## config.mk

```make
export PLATFORM = sky130hd
export DESIGN_NAME = dsos_top
export DESIGN_NICKNAME = d
export VERILOG_FILES = /design/src/verilog/dsos_pkg.sv /design/src/verilog/dsos_cmp_if.sv /design/src/verilog/dsos_hyst.sv /design/src/verilog/dsos_pulse.sv /design/src/verilog/dsos_top.sv
export SDC_FILE = /design/constraint.sdc
export NUM_CORES = 2
export LEC_CHECK = 0
export BUFFER_PORTS_ARGS = -buffer_cell sky130_fd_sc_hd__clkbuf_2
export CORE_ASPECT_RATIO = 1.5
export CORE_UTILIZATION = 55
export DETAILED_ROUTE_END_ITERATION = 10
export PLACE_DENSITY = 0.86
export SKIP_CTS_REPAIR_TIMING = 1
export SLEW_MARGIN = 0
export SYNTH_ARGS = -nofsm -noshare
export SYNTH_HDL_FRONTEND = slang
export SYNTH_SLANG_ARGS = --single-unit
```

## constraint.sdc

```tcl
create_clock -name clk_sys -period 8.6 [get_ports clk_sys]
set_input_delay 0.43 -clock clk_sys [delete_from_list [all_inputs] [get_ports clk_sys]]
set_output_delay 0.43 -clock clk_sys [all_outputs]
set_load 0.02 [all_outputs]
```

## src/verilog/dsos_pkg.sv

```systemverilog
// Shared constants for the drive status output select block.
package dsos_pkg;
   // Clock rate and derived timing.
   localparam int unsigned CLK_HZ = 25_000_000;
   localparam int unsigned MS_PER_S = 1000;
   localparam int unsigned MS_CYC = CLK_HZ / MS_PER_S;
   localparam int unsigned PLC_PULSE_MS = 500;
   localparam int unsigned PLC_PULSE_CYC = MS_CYC * PLC_PULSE_MS;
   // Pulse output toggles when the phase passes half of full scale times the clock rate.
   localparam longint unsigned PULSE_HALF = 64'h8000 * CLK_HZ;
   // Widths.
   localparam int FREQ_W = 16;
   localparam int MEAS_W = 16;
   localparam int SEL_W = 5;
   localparam int ASEL_W = 4;
   localparam int MEAS_N = 12;
   // Status output selector codes.
   localparam logic [SEL_W-1:0] SEL_RUN = 5'h00;
   localparam logic [SEL_W-1:0] SEL_FAR = 5'h01;
   localparam logic [SEL_W-1:0] SEL_FREQ_THRESHOLD_ONE = 5'h02;
   localparam logic [SEL_W-1:0] SEL_FREQ_THRESHOLD_TWO = 5'h03;
   localparam logic [SEL_W-1:0] SEL_OVLD = 5'h04;
   localparam logic [SEL_W-1:0] SEL_UVLO = 5'h05;
   localparam logic [SEL_W-1:0] SEL_EXTF = 5'h06;
   localparam logic [SEL_W-1:0] SEL_FHI = 5'h07;
   localparam logic [SEL_W-1:0] SEL_FLO = 5'h08;
   localparam logic [SEL_W-1:0] SEL_ZERO = 5'h09;
   localparam logic [SEL_W-1:0] SEL_STAGE = 5'h0A;
   localparam logic [SEL_W-1:0] SEL_CYCLE = 5'h0B;
   localparam logic [SEL_W-1:0] SEL_PCNT = 5'h0C;
   localparam logic [SEL_W-1:0] SEL_SCNT = 5'h0D;
   localparam logic [SEL_W-1:0] SEL_TIME = 5'h0E;
   localparam logic [SEL_W-1:0] SEL_RDY = 5'h0F;
   localparam logic [SEL_W-1:0] SEL_FAIL = 5'h10;
   localparam logic [SEL_W-1:0] SEL_HOST = 5'h11;
   localparam logic [ASEL_W-1:0] ASEL_MAX = 4'hB;
   // Up/down input bit positions.
   localparam int UD_UP = 0;
   localparam int UD_DN = 1;
endpackage : dsos_pkg

```

## src/verilog/dsos_cmp_if.sv

```systemverilog
// Interface carrying one frequency threshold comparison.
`timescale 1ns/1ps
interface dsos_cmp_if #(parameter int FW = 16);
   logic [FW-1:0] freq;
   logic [FW-1:0] level;
   logic [FW-1:0] lag;
   logic hit;
   modport src (output freq, output level, output lag, input hit);
   modport cmp (input freq, input level, input lag, output hit);
endinterface : dsos_cmp_if

```

## src/verilog/dsos_hyst.sv

```systemverilog
// Hysteretic frequency threshold detector.
`timescale 1ns/1ps
module dsos_hyst (
   // Clock and reset.
   input wire logic clk_sys,
   input wire logic resetn,
   // Comparison.
   dsos_cmp_if.cmp c
);
   logic hit_r;
   logic [$bits(c.freq)-1:0] low;

   // Release point never wraps below zero when the lag exceeds the level.
   assign low = (c.lag > c.level) ? '0 : c.level - c.lag;
   assign c.hit = hit_r;

   // Sets on reaching the level, clears only below level minus lag.
   always_ff @(posedge clk_sys or negedge resetn) begin
      if (!resetn) begin
         hit_r <= 1'b0;
      end else if (c.freq >= c.level) begin
         hit_r <= 1'b1;
      end else if (c.freq < low) begin
         hit_r <= 1'b0;
      end
   end
endmodule : dsos_hyst

```

## src/verilog/dsos_pulse.sv

```systemverilog
// Fixed-width pulse generator restarted by each event.
`timescale 1ns/1ps
module dsos_pulse #(
   parameter int unsigned CYC = 12_500_000
) (
   // Clock and reset.
   input wire logic clk_sys,
   input wire logic resetn,
   // Event in, pulse out.
   input wire logic ev,
   output logic pulse
);
   localparam int CW = $clog2(CYC + 1);
   logic [CW-1:0] cnt_r;

   if (CYC < 1) begin : g_chk
      $error("pulse width must be at least one cycle");
   end

   // Counts down the pulse width; a new event restarts the full width.
   always_ff @(posedge clk_sys or negedge resetn) begin
      if (!resetn) begin
         cnt_r <= '0;
      end else if (ev) begin
         cnt_r <= CW'(CYC);
      end else if (cnt_r != '0) begin
         cnt_r <= cnt_r - 1'b1;
      end
   end

   assign pulse = (cnt_r != '0);
endmodule : dsos_pulse

```

## src/verilog/dsos_top.sv

```systemverilog
// Drive status output select: digital, analog and pulse outputs.
`timescale 1ns/1ps
module dsos_top
   import dsos_pkg::*;
#(
   parameter int unsigned PLC_CYC = PLC_PULSE_CYC,
   parameter int unsigned MS_TICK_CYC = MS_CYC,
   parameter int unsigned RATE_DIV = CLK_HZ
) (
   // Clock and reset.
   input wire logic clk_sys,
   input wire logic resetn,
   // Status output selectors and host levels.
   input wire logic [SEL_W-1:0] sel_col_a,
   input wire logic [SEL_W-1:0] sel_col_b,
   input wire logic [SEL_W-1:0] sel_relay,
   input wire logic host_col_a,
   input wire logic host_col_b,
   input wire logic host_relay,
   // Drive state.
   input wire logic drive_running,
   input wire logic fault_any,
   input wire logic external_fault_trip,
   input wire logic bus_voltage_low,
   input wire logic stop_cmd_active,
   // Frequencies in 0.01 Hz units.
   input wire logic [FREQ_W-1:0] out_freq,
   input wire logic [FREQ_W-1:0] preset_freq,
   input wire logic [FREQ_W-1:0] upper_limit,
   input wire logic [FREQ_W-1:0] lower_limit,
   input wire logic [FREQ_W-1:0] far_band,
   input wire logic [FREQ_W-1:0] freq_threshold_one_level,
   input wire logic [FREQ_W-1:0] freq_threshold_one_lag,
   input wire logic [FREQ_W-1:0] freq_threshold_two_level,
   input wire logic [FREQ_W-1:0] freq_threshold_two_lag,
   // Overload detection.
   input wire logic [MEAS_W-1:0] out_current,
   input wire logic [MEAS_W-1:0] overload_level,
   input wire logic [15:0] overload_ms,
   // PLC, counter and run time events.
   input wire logic plc_stage_done,
   input wire logic plc_cycle_done,
   input wire logic preset_count_hit,
   input wire logic spec_count_hit,
   input wire logic [15:0] run_time_total,
   input wire logic [15:0] run_time_preset,
   // Reference adjust, rate in 0.01 Hz/s.
   input wire logic [1:0] freq_increment_decrement_inputs,
   input wire logic [15:0] updn_rate,
   // Two-wire terminal control.
   input wire logic two_wire_mode,
   input wire logic [1:0] direction_run_inputs,
   input wire logic lockout_stop_evt,
   // Measured quantities and analog selection.
   input wire logic [MEAS_N-1:0][MEAS_W-1:0] meas,
   input wire logic [ASEL_W-1:0] sel_ao_a,
   input wire logic [ASEL_W-1:0] sel_ao_b,
   input wire logic [ASEL_W-1:0] sel_pulse,
   input wire logic [15:0] max_pulse_hz,
   // Outputs.
   output logic collector_output_a,
   output logic collector_output_b,
   output logic relay_output,
   output logic power_off_display,
   output logic [MEAS_W-1:0] analog_output_a,
   output logic [MEAS_W-1:0] analog_output_b,
   output logic pulse_output,
   output logic [FREQ_W-1:0] ref_freq,
   output logic run_request,
   output logic run_reverse
);

   if (PLC_CYC < 1 || MS_TICK_CYC < 1 || RATE_DIV < 2) begin : g_chk
      $error("timing parameters too small");
   end

   ////////////////////////////////////////////////////////////////////////////
   // Helper functions.

   // Picks one status bit; codes above the table read as inactive.
   function automatic logic pick_status(input logic [SEL_W-1:0] sel,
                                        input logic [SEL_HOST-1:0] vec,
                                        input logic host);
      logic r;
      r = 1'b0;
      if (sel == SEL_HOST) begin
         r = host;
      end else if (sel < SEL_HOST) begin
         r = vec[sel];
      end
      return r;
   endfunction : pick_status

   // Picks one measured quantity; codes above the table read as zero.
   function automatic logic [MEAS_W-1:0] pick_meas(input logic [ASEL_W-1:0] sel,
                                                   input logic [MEAS_N-1:0][MEAS_W-1:0] m);
      logic [MEAS_W-1:0] r;
      r = '0;
      if (sel <= ASEL_MAX) begin
         r = m[sel];
      end
      return r;
   endfunction : pick_meas

   ////////////////////////////////////////////////////////////////////////////
   // Frequency conditions.

   logic frequency_arrival_r;
   logic upper_freq_limit_hit_r;
   logic lower_freq_limit_hit_r;
   logic [FREQ_W-1:0] fdiff;

   assign fdiff = (out_freq > preset_freq) ? out_freq - preset_freq : preset_freq - out_freq;

   // Arrival and limit flags follow their conditions with no memory.
   always_ff @(posedge clk_sys or negedge resetn) begin
      if (!resetn) begin
         frequency_arrival_r <= 1'b0;
         upper_freq_limit_hit_r <= 1'b0;
         lower_freq_limit_hit_r <= 1'b0;
      end else begin
         frequency_arrival_r <= (fdiff <= far_band);
         upper_freq_limit_hit_r <= (preset_freq > upper_limit) && (out_freq >= upper_limit);
         lower_freq_limit_hit_r <= (preset_freq < lower_limit) && (out_freq <= lower_limit);
      end
   end

   dsos_cmp_if #(.FW(FREQ_W)) freq_threshold_one_c ();
   dsos_cmp_if #(.FW(FREQ_W)) freq_threshold_two_c ();
   logic freq_threshold_one;
   logic freq_threshold_two;

   // Both thresholds watch the output frequency.
   assign freq_threshold_one_c.freq = out_freq;
   assign freq_threshold_one_c.level = freq_threshold_one_level;
   assign freq_threshold_one_c.lag = freq_threshold_one_lag;
   assign freq_threshold_two_c.freq = out_freq;
   assign freq_threshold_two_c.level = freq_threshold_two_level;
   assign freq_threshold_two_c.lag = freq_threshold_two_lag;
   assign freq_threshold_one = freq_threshold_one_c.hit;
   assign freq_threshold_two = freq_threshold_two_c.hit;

   dsos_hyst u_freq_threshold_one (.clk_sys(clk_sys), .resetn(resetn), .c(freq_threshold_one_c));
   dsos_hyst u_freq_threshold_two (.clk_sys(clk_sys), .resetn(resetn), .c(freq_threshold_two_c));

   ////////////////////////////////////////////////////////////////////////////
   // Overload timing in milliseconds.

   localparam int MSW = $clog2(MS_TICK_CYC + 1);
   logic [MSW-1:0] ms_cnt_r;
   logic [15:0] ol_ms_r;
   logic overload_flag_r;
   logic ms_tick;
   logic over_cur;

   assign ms_tick = (ms_cnt_r == MSW'(MS_TICK_CYC - 1));
   assign over_cur = (out_current > overload_level);

   // Free-running millisecond divider.
   always_ff @(posedge clk_sys or negedge resetn) begin
      if (!resetn) begin
         ms_cnt_r <= '0;
      end else if (ms_tick) begin
         ms_cnt_r <= '0;
      end else begin
         ms_cnt_r <= ms_cnt_r + 1'b1;
      end
   end

   // Time over threshold restarts whenever current drops back, so short spikes never flag.
   always_ff @(posedge clk_sys or negedge resetn) begin
      if (!resetn) begin
         ol_ms_r <= '0;
      end else if (!over_cur) begin
         ol_ms_r <= '0;
      end else if (ms_tick && ol_ms_r != 16'hFFFF) begin
         ol_ms_r <= ol_ms_r + 1'b1;
      end
   end

   // Flag needs strictly longer than the set time.
   always_ff @(posedge clk_sys or negedge resetn) begin
      if (!resetn) begin
         overload_flag_r <= 1'b0;
      end else begin
         overload_flag_r <= over_cur && (ol_ms_r > overload_ms);
      end
   end

   ////////////////////////////////////////////////////////////////////////////
   // PLC completion pulses.

   logic plc_stage_pulse;
   logic plc_cycle_pulse;

   dsos_pulse #(.CYC(PLC_CYC)) u_stage (
      .clk_sys(clk_sys), .resetn(resetn), .ev(plc_stage_done), .pulse(plc_stage_pulse));
   dsos_pulse #(.CYC(PLC_CYC)) u_cycle (
      .clk_sys(clk_sys), .resetn(resetn), .ev(plc_cycle_done), .pulse(plc_cycle_pulse));

   ////////////////////////////////////////////////////////////////////////////
   // Status vector and output selection.

   logic [SEL_HOST-1:0] status_vec;
   logic undervoltage_lockout;
   logic external_fault_code;
   logic drive_ready;

   assign undervoltage_lockout = bus_voltage_low;
   assign external_fault_code = external_fault_trip;
   assign drive_ready = !fault_any && !bus_voltage_low && !stop_cmd_active;

   // One entry per selector code below the host code.
   always_comb begin
      status_vec = '0;
      status_vec[SEL_RUN] = drive_running;
      status_vec[SEL_FAR] = frequency_arrival_r;
      status_vec[SEL_FREQ_THRESHOLD_ONE] = freq_threshold_one;
      status_vec[SEL_FREQ_THRESHOLD_TWO] = freq_threshold_two;
      status_vec[SEL_OVLD] = overload_flag_r;
      status_vec[SEL_UVLO] = undervoltage_lockout;
      status_vec[SEL_EXTF] = external_fault_code;
      status_vec[SEL_FHI] = upper_freq_limit_hit_r;
      status_vec[SEL_FLO] = lower_freq_limit_hit_r;
      status_vec[SEL_ZERO] = drive_running && (out_freq == '0);
      status_vec[SEL_STAGE] = plc_stage_pulse;
      status_vec[SEL_CYCLE] = plc_cycle_pulse;
      status_vec[SEL_PCNT] = preset_count_hit;
      status_vec[SEL_SCNT] = spec_count_hit;
      status_vec[SEL_TIME] = (run_time_total >= run_time_preset);
      status_vec[SEL_RDY] = drive_ready;
      status_vec[SEL_FAIL] = fault_any;
   end

   // Each output decodes its own selector, so one function may feed several pins.
   // Every level is re-evaluated each cycle, so it follows its selected status bit one cycle later.
   always_ff @(posedge clk_sys or negedge resetn) begin
      if (!resetn) begin
         collector_output_a <= 1'b0;
         collector_output_b <= 1'b0;
         relay_output <= 1'b0;
         power_off_display <= 1'b0;
      end else begin
         collector_output_a <= pick_status(sel_col_a, status_vec, host_col_a);
         collector_output_b <= pick_status(sel_col_b, status_vec, host_col_b);
         relay_output <= pick_status(sel_relay, status_vec, host_relay);
         power_off_display <= undervoltage_lockout;
      end
   end

   ////////////////////////////////////////////////////////////////////////////
   // Reference frequency ramp from the up/down inputs.

   localparam int RW = $clog2(RATE_DIV) + 2;
   logic [RW-1:0] rate_acc_r;
   logic [RW-1:0] rate_sum;
   logic step;
   logic ud_up;
   logic ud_dn;

   assign ud_up = freq_increment_decrement_inputs[UD_UP] && !freq_increment_decrement_inputs[UD_DN];
   assign ud_dn = freq_increment_decrement_inputs[UD_DN] && !freq_increment_decrement_inputs[UD_UP];
   assign rate_sum = rate_acc_r + RW'(updn_rate);
   assign step = (rate_sum >= RW'(RATE_DIV));

   // Rate accumulates per clock; one 0.01 Hz step each time a second's worth builds up.
   always_ff @(posedge clk_sys or negedge resetn) begin
      if (!resetn) begin
         rate_acc_r <= '0;
      end else if (!(ud_up || ud_dn)) begin
         rate_acc_r <= '0;
      end else if (step) begin
         rate_acc_r <= rate_sum - RW'(RATE_DIV);
      end else begin
         rate_acc_r <= rate_sum;
      end
   end

   // Up steps stop at the upper limit and down steps stop at the lower limit.
   always_ff @(posedge clk_sys or negedge resetn) begin
      if (!resetn) begin
         ref_freq <= '0;
      end else if (step && ud_up && ref_freq < upper_limit) begin
         ref_freq <= ref_freq + 1'b1;
      end else if (step && ud_dn && ref_freq > lower_limit) begin
         ref_freq <= ref_freq - 1'b1;
      end
   end

   ////////////////////////////////////////////////////////////////////////////
   // Two-wire restart interlock.

   logic lockout_r;
   logic lockout_nxt;
   logic dir_held;

   assign dir_held = |direction_run_inputs;

   // A lockout stop while a direction is held blocks restart; set wins over release.
   always_comb begin
      lockout_nxt = lockout_r;
      if (two_wire_mode && lockout_stop_evt && dir_held) begin
         lockout_nxt = 1'b1;
      end else if (!dir_held) begin
         lockout_nxt = 1'b0;
      end
   end

   // A fault never sets the lockout, so clearing the fault restarts a held direction.
   always_ff @(posedge clk_sys or negedge resetn) begin
      if (!resetn) begin
         lockout_r <= 1'b0;
         run_request <= 1'b0;
         run_reverse <= 1'b0;
      end else begin
         lockout_r <= lockout_nxt;
         run_request <= two_wire_mode && dir_held && !lockout_nxt && !fault_any;
         run_reverse <= (direction_run_inputs == 2'b10);
      end
   end

   ////////////////////////////////////////////////////////////////////////////
   // Analog and pulse outputs.

   logic [47:0] phase_r;
   logic [47:0] phase_sum;
   logic [MEAS_W-1:0] pulse_meas;

   assign pulse_meas = pick_meas(sel_pulse, meas);
   assign phase_sum = phase_r + 48'(pulse_meas * max_pulse_hz);

   // Analog words pass full scale straight through; 65535 is the top of range.
   always_ff @(posedge clk_sys or negedge resetn) begin
      if (!resetn) begin
         analog_output_a <= '0;
         analog_output_b <= '0;
      end else begin
         analog_output_a <= pick_meas(sel_ao_a, meas);
         analog_output_b <= pick_meas(sel_ao_b, meas);
      end
   end

   // Phase accumulator: output rate is quantity over full scale times the maximum rate.
   always_ff @(posedge clk_sys or negedge resetn) begin
      if (!resetn) begin
         phase_r <= '0;
         pulse_output <= 1'b0;
      end else if (phase_sum >= 48'(PULSE_HALF)) begin
         phase_r <= phase_sum - 48'(PULSE_HALF);
         pulse_output <= !pulse_output;
      end else begin
         phase_r <= phase_sum;
      end
   end
endmodule : dsos_top
```

==> summary.md <==
| Metric | Value |
|---|---|
| Worst hold path startpoint | bus_voltage_low |
| Worst R2R Start | rate_acc_r[0] |
| Drt drc | 0 |
| Main combinational cell family by area after synthesis | adder cells |
| Synth Area in Adders | 0.2968 |
| Die H | roughly 310 µm |
| Fin. Hold Viols | 0 |
| Outcome | finished, final reports clean |
| Vias in the first global route | 32710 |
| Clk_lat worst skew | about 580 ps |
| Syn-to-layout area delta | 16.18% |
| Vias per cell | slightly above 6 |
| Placement Cell Area | about 38000 µm² |
| Power, Total | approximately 19 mW |
| Global-route wire length before repair | 165400 µm |
| Sw Ratio | 0.4895 |
| Core area | just over 60000 µm² |
| Total grt overflow | 0 |
| WHS Endpoint | power_off_display |
| Main synth FF type | dfrtp_1 |
| Most frequent cells in the layout | clkbuf_2 (545), inv_1 (534), ha_1 (432), nand2_1 (335), fa_1 (232) |
| Final slew viol count | 0 |
| Most numerous cell on the critical path | fa_1 |
| Max Clk Rate | 120.9 MHz |
| Cells after Synth | about 3700 |
| Final Setup Violations | 0 |
| Synth Area in Simple Gates | 0.1591 |
| Max IR drop VDD | slightly below 1000 µV |
| Compound-Gate Fraction of Synth Area | 0.1271 |
| DRC violation total after the first TritonRoute iteration | roughly 2700 |
| Gpl congestion | 0.9876 |
| Worst setup path category | in2reg |
| Root buffer cell | clkbuf_16 |
| Share of cells above drive strength 1 | 0.2235 |
| Synth top area share | 0.1596 |
| Clock sinks | 216 |
| MaxCap Viol Count | 0 |
| Syn avg cell area | about 9.1 µm² |
| Async set-reset flop share out of synthesis | 1.000 |
| Combinational share of power | 0.851 |
| Commonest non-fill, non-tap cell in the layout | clkbuf_2 |
| Worst reg-to-reg path cell count | 29 |
| Antenna-violating nets left | 0 |
| Via count | roughly 31000 |
| Ports | 550 |
| Reg clk slew, reported paths | ~70 ps |
| Pre-antenna DRT Iters | 7 |
| Area leader, netlist | dfrtp_1 |
| Yosys warns | 0 |
| CTS tree | yes |
| DR WL/cell | about 20 µm |
| Clock skew | around 22 ps |
| FF-to-FF setup slack | 1410 ps |
| Die X | roughly 200 µm |
| Synth top area cells | dfrtp_1 (16%), ha_1 (16%), fa_1 (14%) |
| Setup_tns | 0 ps |
| Initial Util | 0.5554 |
| Register area share after synthesis | 0.1596 |
| Worst slew pin tran | 1156 ps |
| Clock Power Share | 0.068 |
| Startpoint types | input port |
| Req. time, crit path | a little over 9000 ps |
| Hold slack | 47.93 ps |
| Reg-to-Reg End | ref_freq[14] |
| Initial antenna violation count | 15 |
| Cell family with most CP delay | adder cells |
| Pint | a little under 10 mW |
| Post-layout net count | ~5500 |
| Static leakage | between 20 and 25 nW |
| Critical Path Max Stage Delay | approximately 560 ps |
| H-Tree Depth | 1 |
| Hold crit path type | in2reg |
| Multiplexer share of the synthesized area | 0.1279 |
| Sequential share of power | 0.081 |
| Finished layout cell area | 39340 µm² |
| Hold Crit Depth | 1 |
| Final WL | 103900 µm |
| Tcrit/Tclk final | 0.9615 |
| Crit. End Element | flop |
| Relative slew slack | 0.2196 |
| RSZ-0062 raised after global routing | no |
| Crit path DAT | around 9000 ps |
| Cell area power density | about 480 nW/µm² |
| Worst path bufs/invs | 10 |
| Psw | slightly above 9 mW |
| CTS buffer count | 26 |
| Final HPWL DP | 84650 µm |
| Fin crit period | 8269 ps |
| Largest net degree at the start of global routing | roughly 150 |
| Post-synth EDFFs | 0 |
| Row Count | 111 |
| Synth Area in XOR/XNOR | 0.05509 |
| Crit Path Max Fanout | 9 |
| Die footprint | around 63000 µm² |
| Synth cell types | 97 |
| Clock Path Buffers | 3 |
| Total GRT Usage | 0.3333 |
| Synthesis-stage register bit count | between 200 and 250 |
| Port bufs | between 500 and 600 |
| Mapped cell area | ~34000 µm² |
| CP max stage cell | or4_4 |
| Syn Nets | just under 5000 |
## logic make-up after synthesis
group | count (synthesis)
simple gates | 1055
mux | 239
fa+ha+maj | 664
compound gates | 658
buf+inv | 664
xor+xnor | 213
flops | 216
## sequential cells by signal, summed over array words and instances, names as in the netlist, 15 cells and up
| name | count |
|---|---|
| analog_output_a | 16 |
| analog_output_b | 16 |
| ms_cnt_r | 15 |
| ol_ms_r | 16 |
| phase_r | 48 |
| rate_acc_r | 27 |
| ref_freq | 16 |
| u_cycle.cnt_r | 24 |
| u_stage.cnt_r | 24 |
## per-stage QoR
| step | setup slack, ps | cells | util |
|---|---|---|---|
| floorplan | 10.42 | 3709 | - |
| global placement | -17.90 | 5065 | 0.6286 |
| detailed placement | -164.3 | 5065 | 0.6286 |
| CTS | 386.1 | 5112 | 0.6445 |
| global route | 20.68 | 5127 | 0.6452 |
| finish | 331.1 | 5129 | 0.6453 |
## worst max-delay path by stage
stage,start,to,depth (start not counted)
2_1_floorplan,sel_pulse[3],phase_r[43],31
3_3_place_gp,sel_pulse[0],phase_r[43],30
3_5_place_dp,sel_pulse[0],phase_r[43],30
4_1_cts,sel_pulse[0],phase_r[43],30
5_1_grt,sel_pulse[0],phase_r[35],32
6_report,sel_pulse[0],phase_r[35],32
## worst register-to-register path: cells and delay by family, from the launching register on
family	cells	cell delay, ps
DFF	1	360
adders and majority gates	4	1120
and+or+nand+nor	6	1290
xor gates and xnor gates	1	170
AOI/OAI and AO/OA	16	3780
buffers and inverters	1	70
muxes	1	280
## final cells by class
cell class / instances / area (µm²)
multi-input cells: 2829 / 25940
fillers: 4807 / 21630
flip-flops and latches: 216 / 5405
repair buffers: 696 / 3996
inverters: 534 / 2004
well taps: 791 / 989.7
clock buffers: 31 / 710.7
clock inverters: 16 / 256.5
diodes: 16 / 40.04
## synthesized netlist by cell type, types with 8 or more instances
cell / instances
or4_1: 8
a21oi_1: 172
and4_1: 8
nand2_1: 335
o31a_1: 8
o21bai_1: 23
ha_1: 432
and2_1: 129
or3_1: 24
buf_1: 22
fa_1: 232
nand4_1: 58
o211ai_1: 11
xor2_1: 89
o22ai_1: 9
xnor2_1: 124
a21o_1: 116
o21a_1: 34
and3_1: 29
inv_1: 534
nor2_1: 155
mux4_2: 153
or2_2: 12
nor4_1: 22
o2111ai_1: 9
a211oi_1: 12
clkbuf_1: 93
o21ai_0: 153
buf_2: 11
a211o_1: 10
mux2i_1: 67
dfrtp_1: 216
nor3_1: 54
mux2_2: 19
nand2b_1: 69
nand3_1: 54
nor2b_1: 54
a31oi_1: 19
## power by group through the flow
stage	clock network [mW]	registers [mW]	logic, mW
final	1.30	1.54	16.2
after global routing	1.35	1.55	17.8
after CTS	1.32	1.54	16.1
after detailed placement	0	1.55	15.9
after global placement	0	1.54	15.4
after floorplan	0	1.53	10.2
## layer usage
layer,up-vias,global-route usage,share of wire
li1,14010,-,-
met1,14950,0.3731,0.35
met2,1557,0.5705,0.49
met3,517,0.07175,0.084
met4,0,0.2103,0.072
met5,-,0,0
No activity file was read; power rests on OpenSTA's default activity.
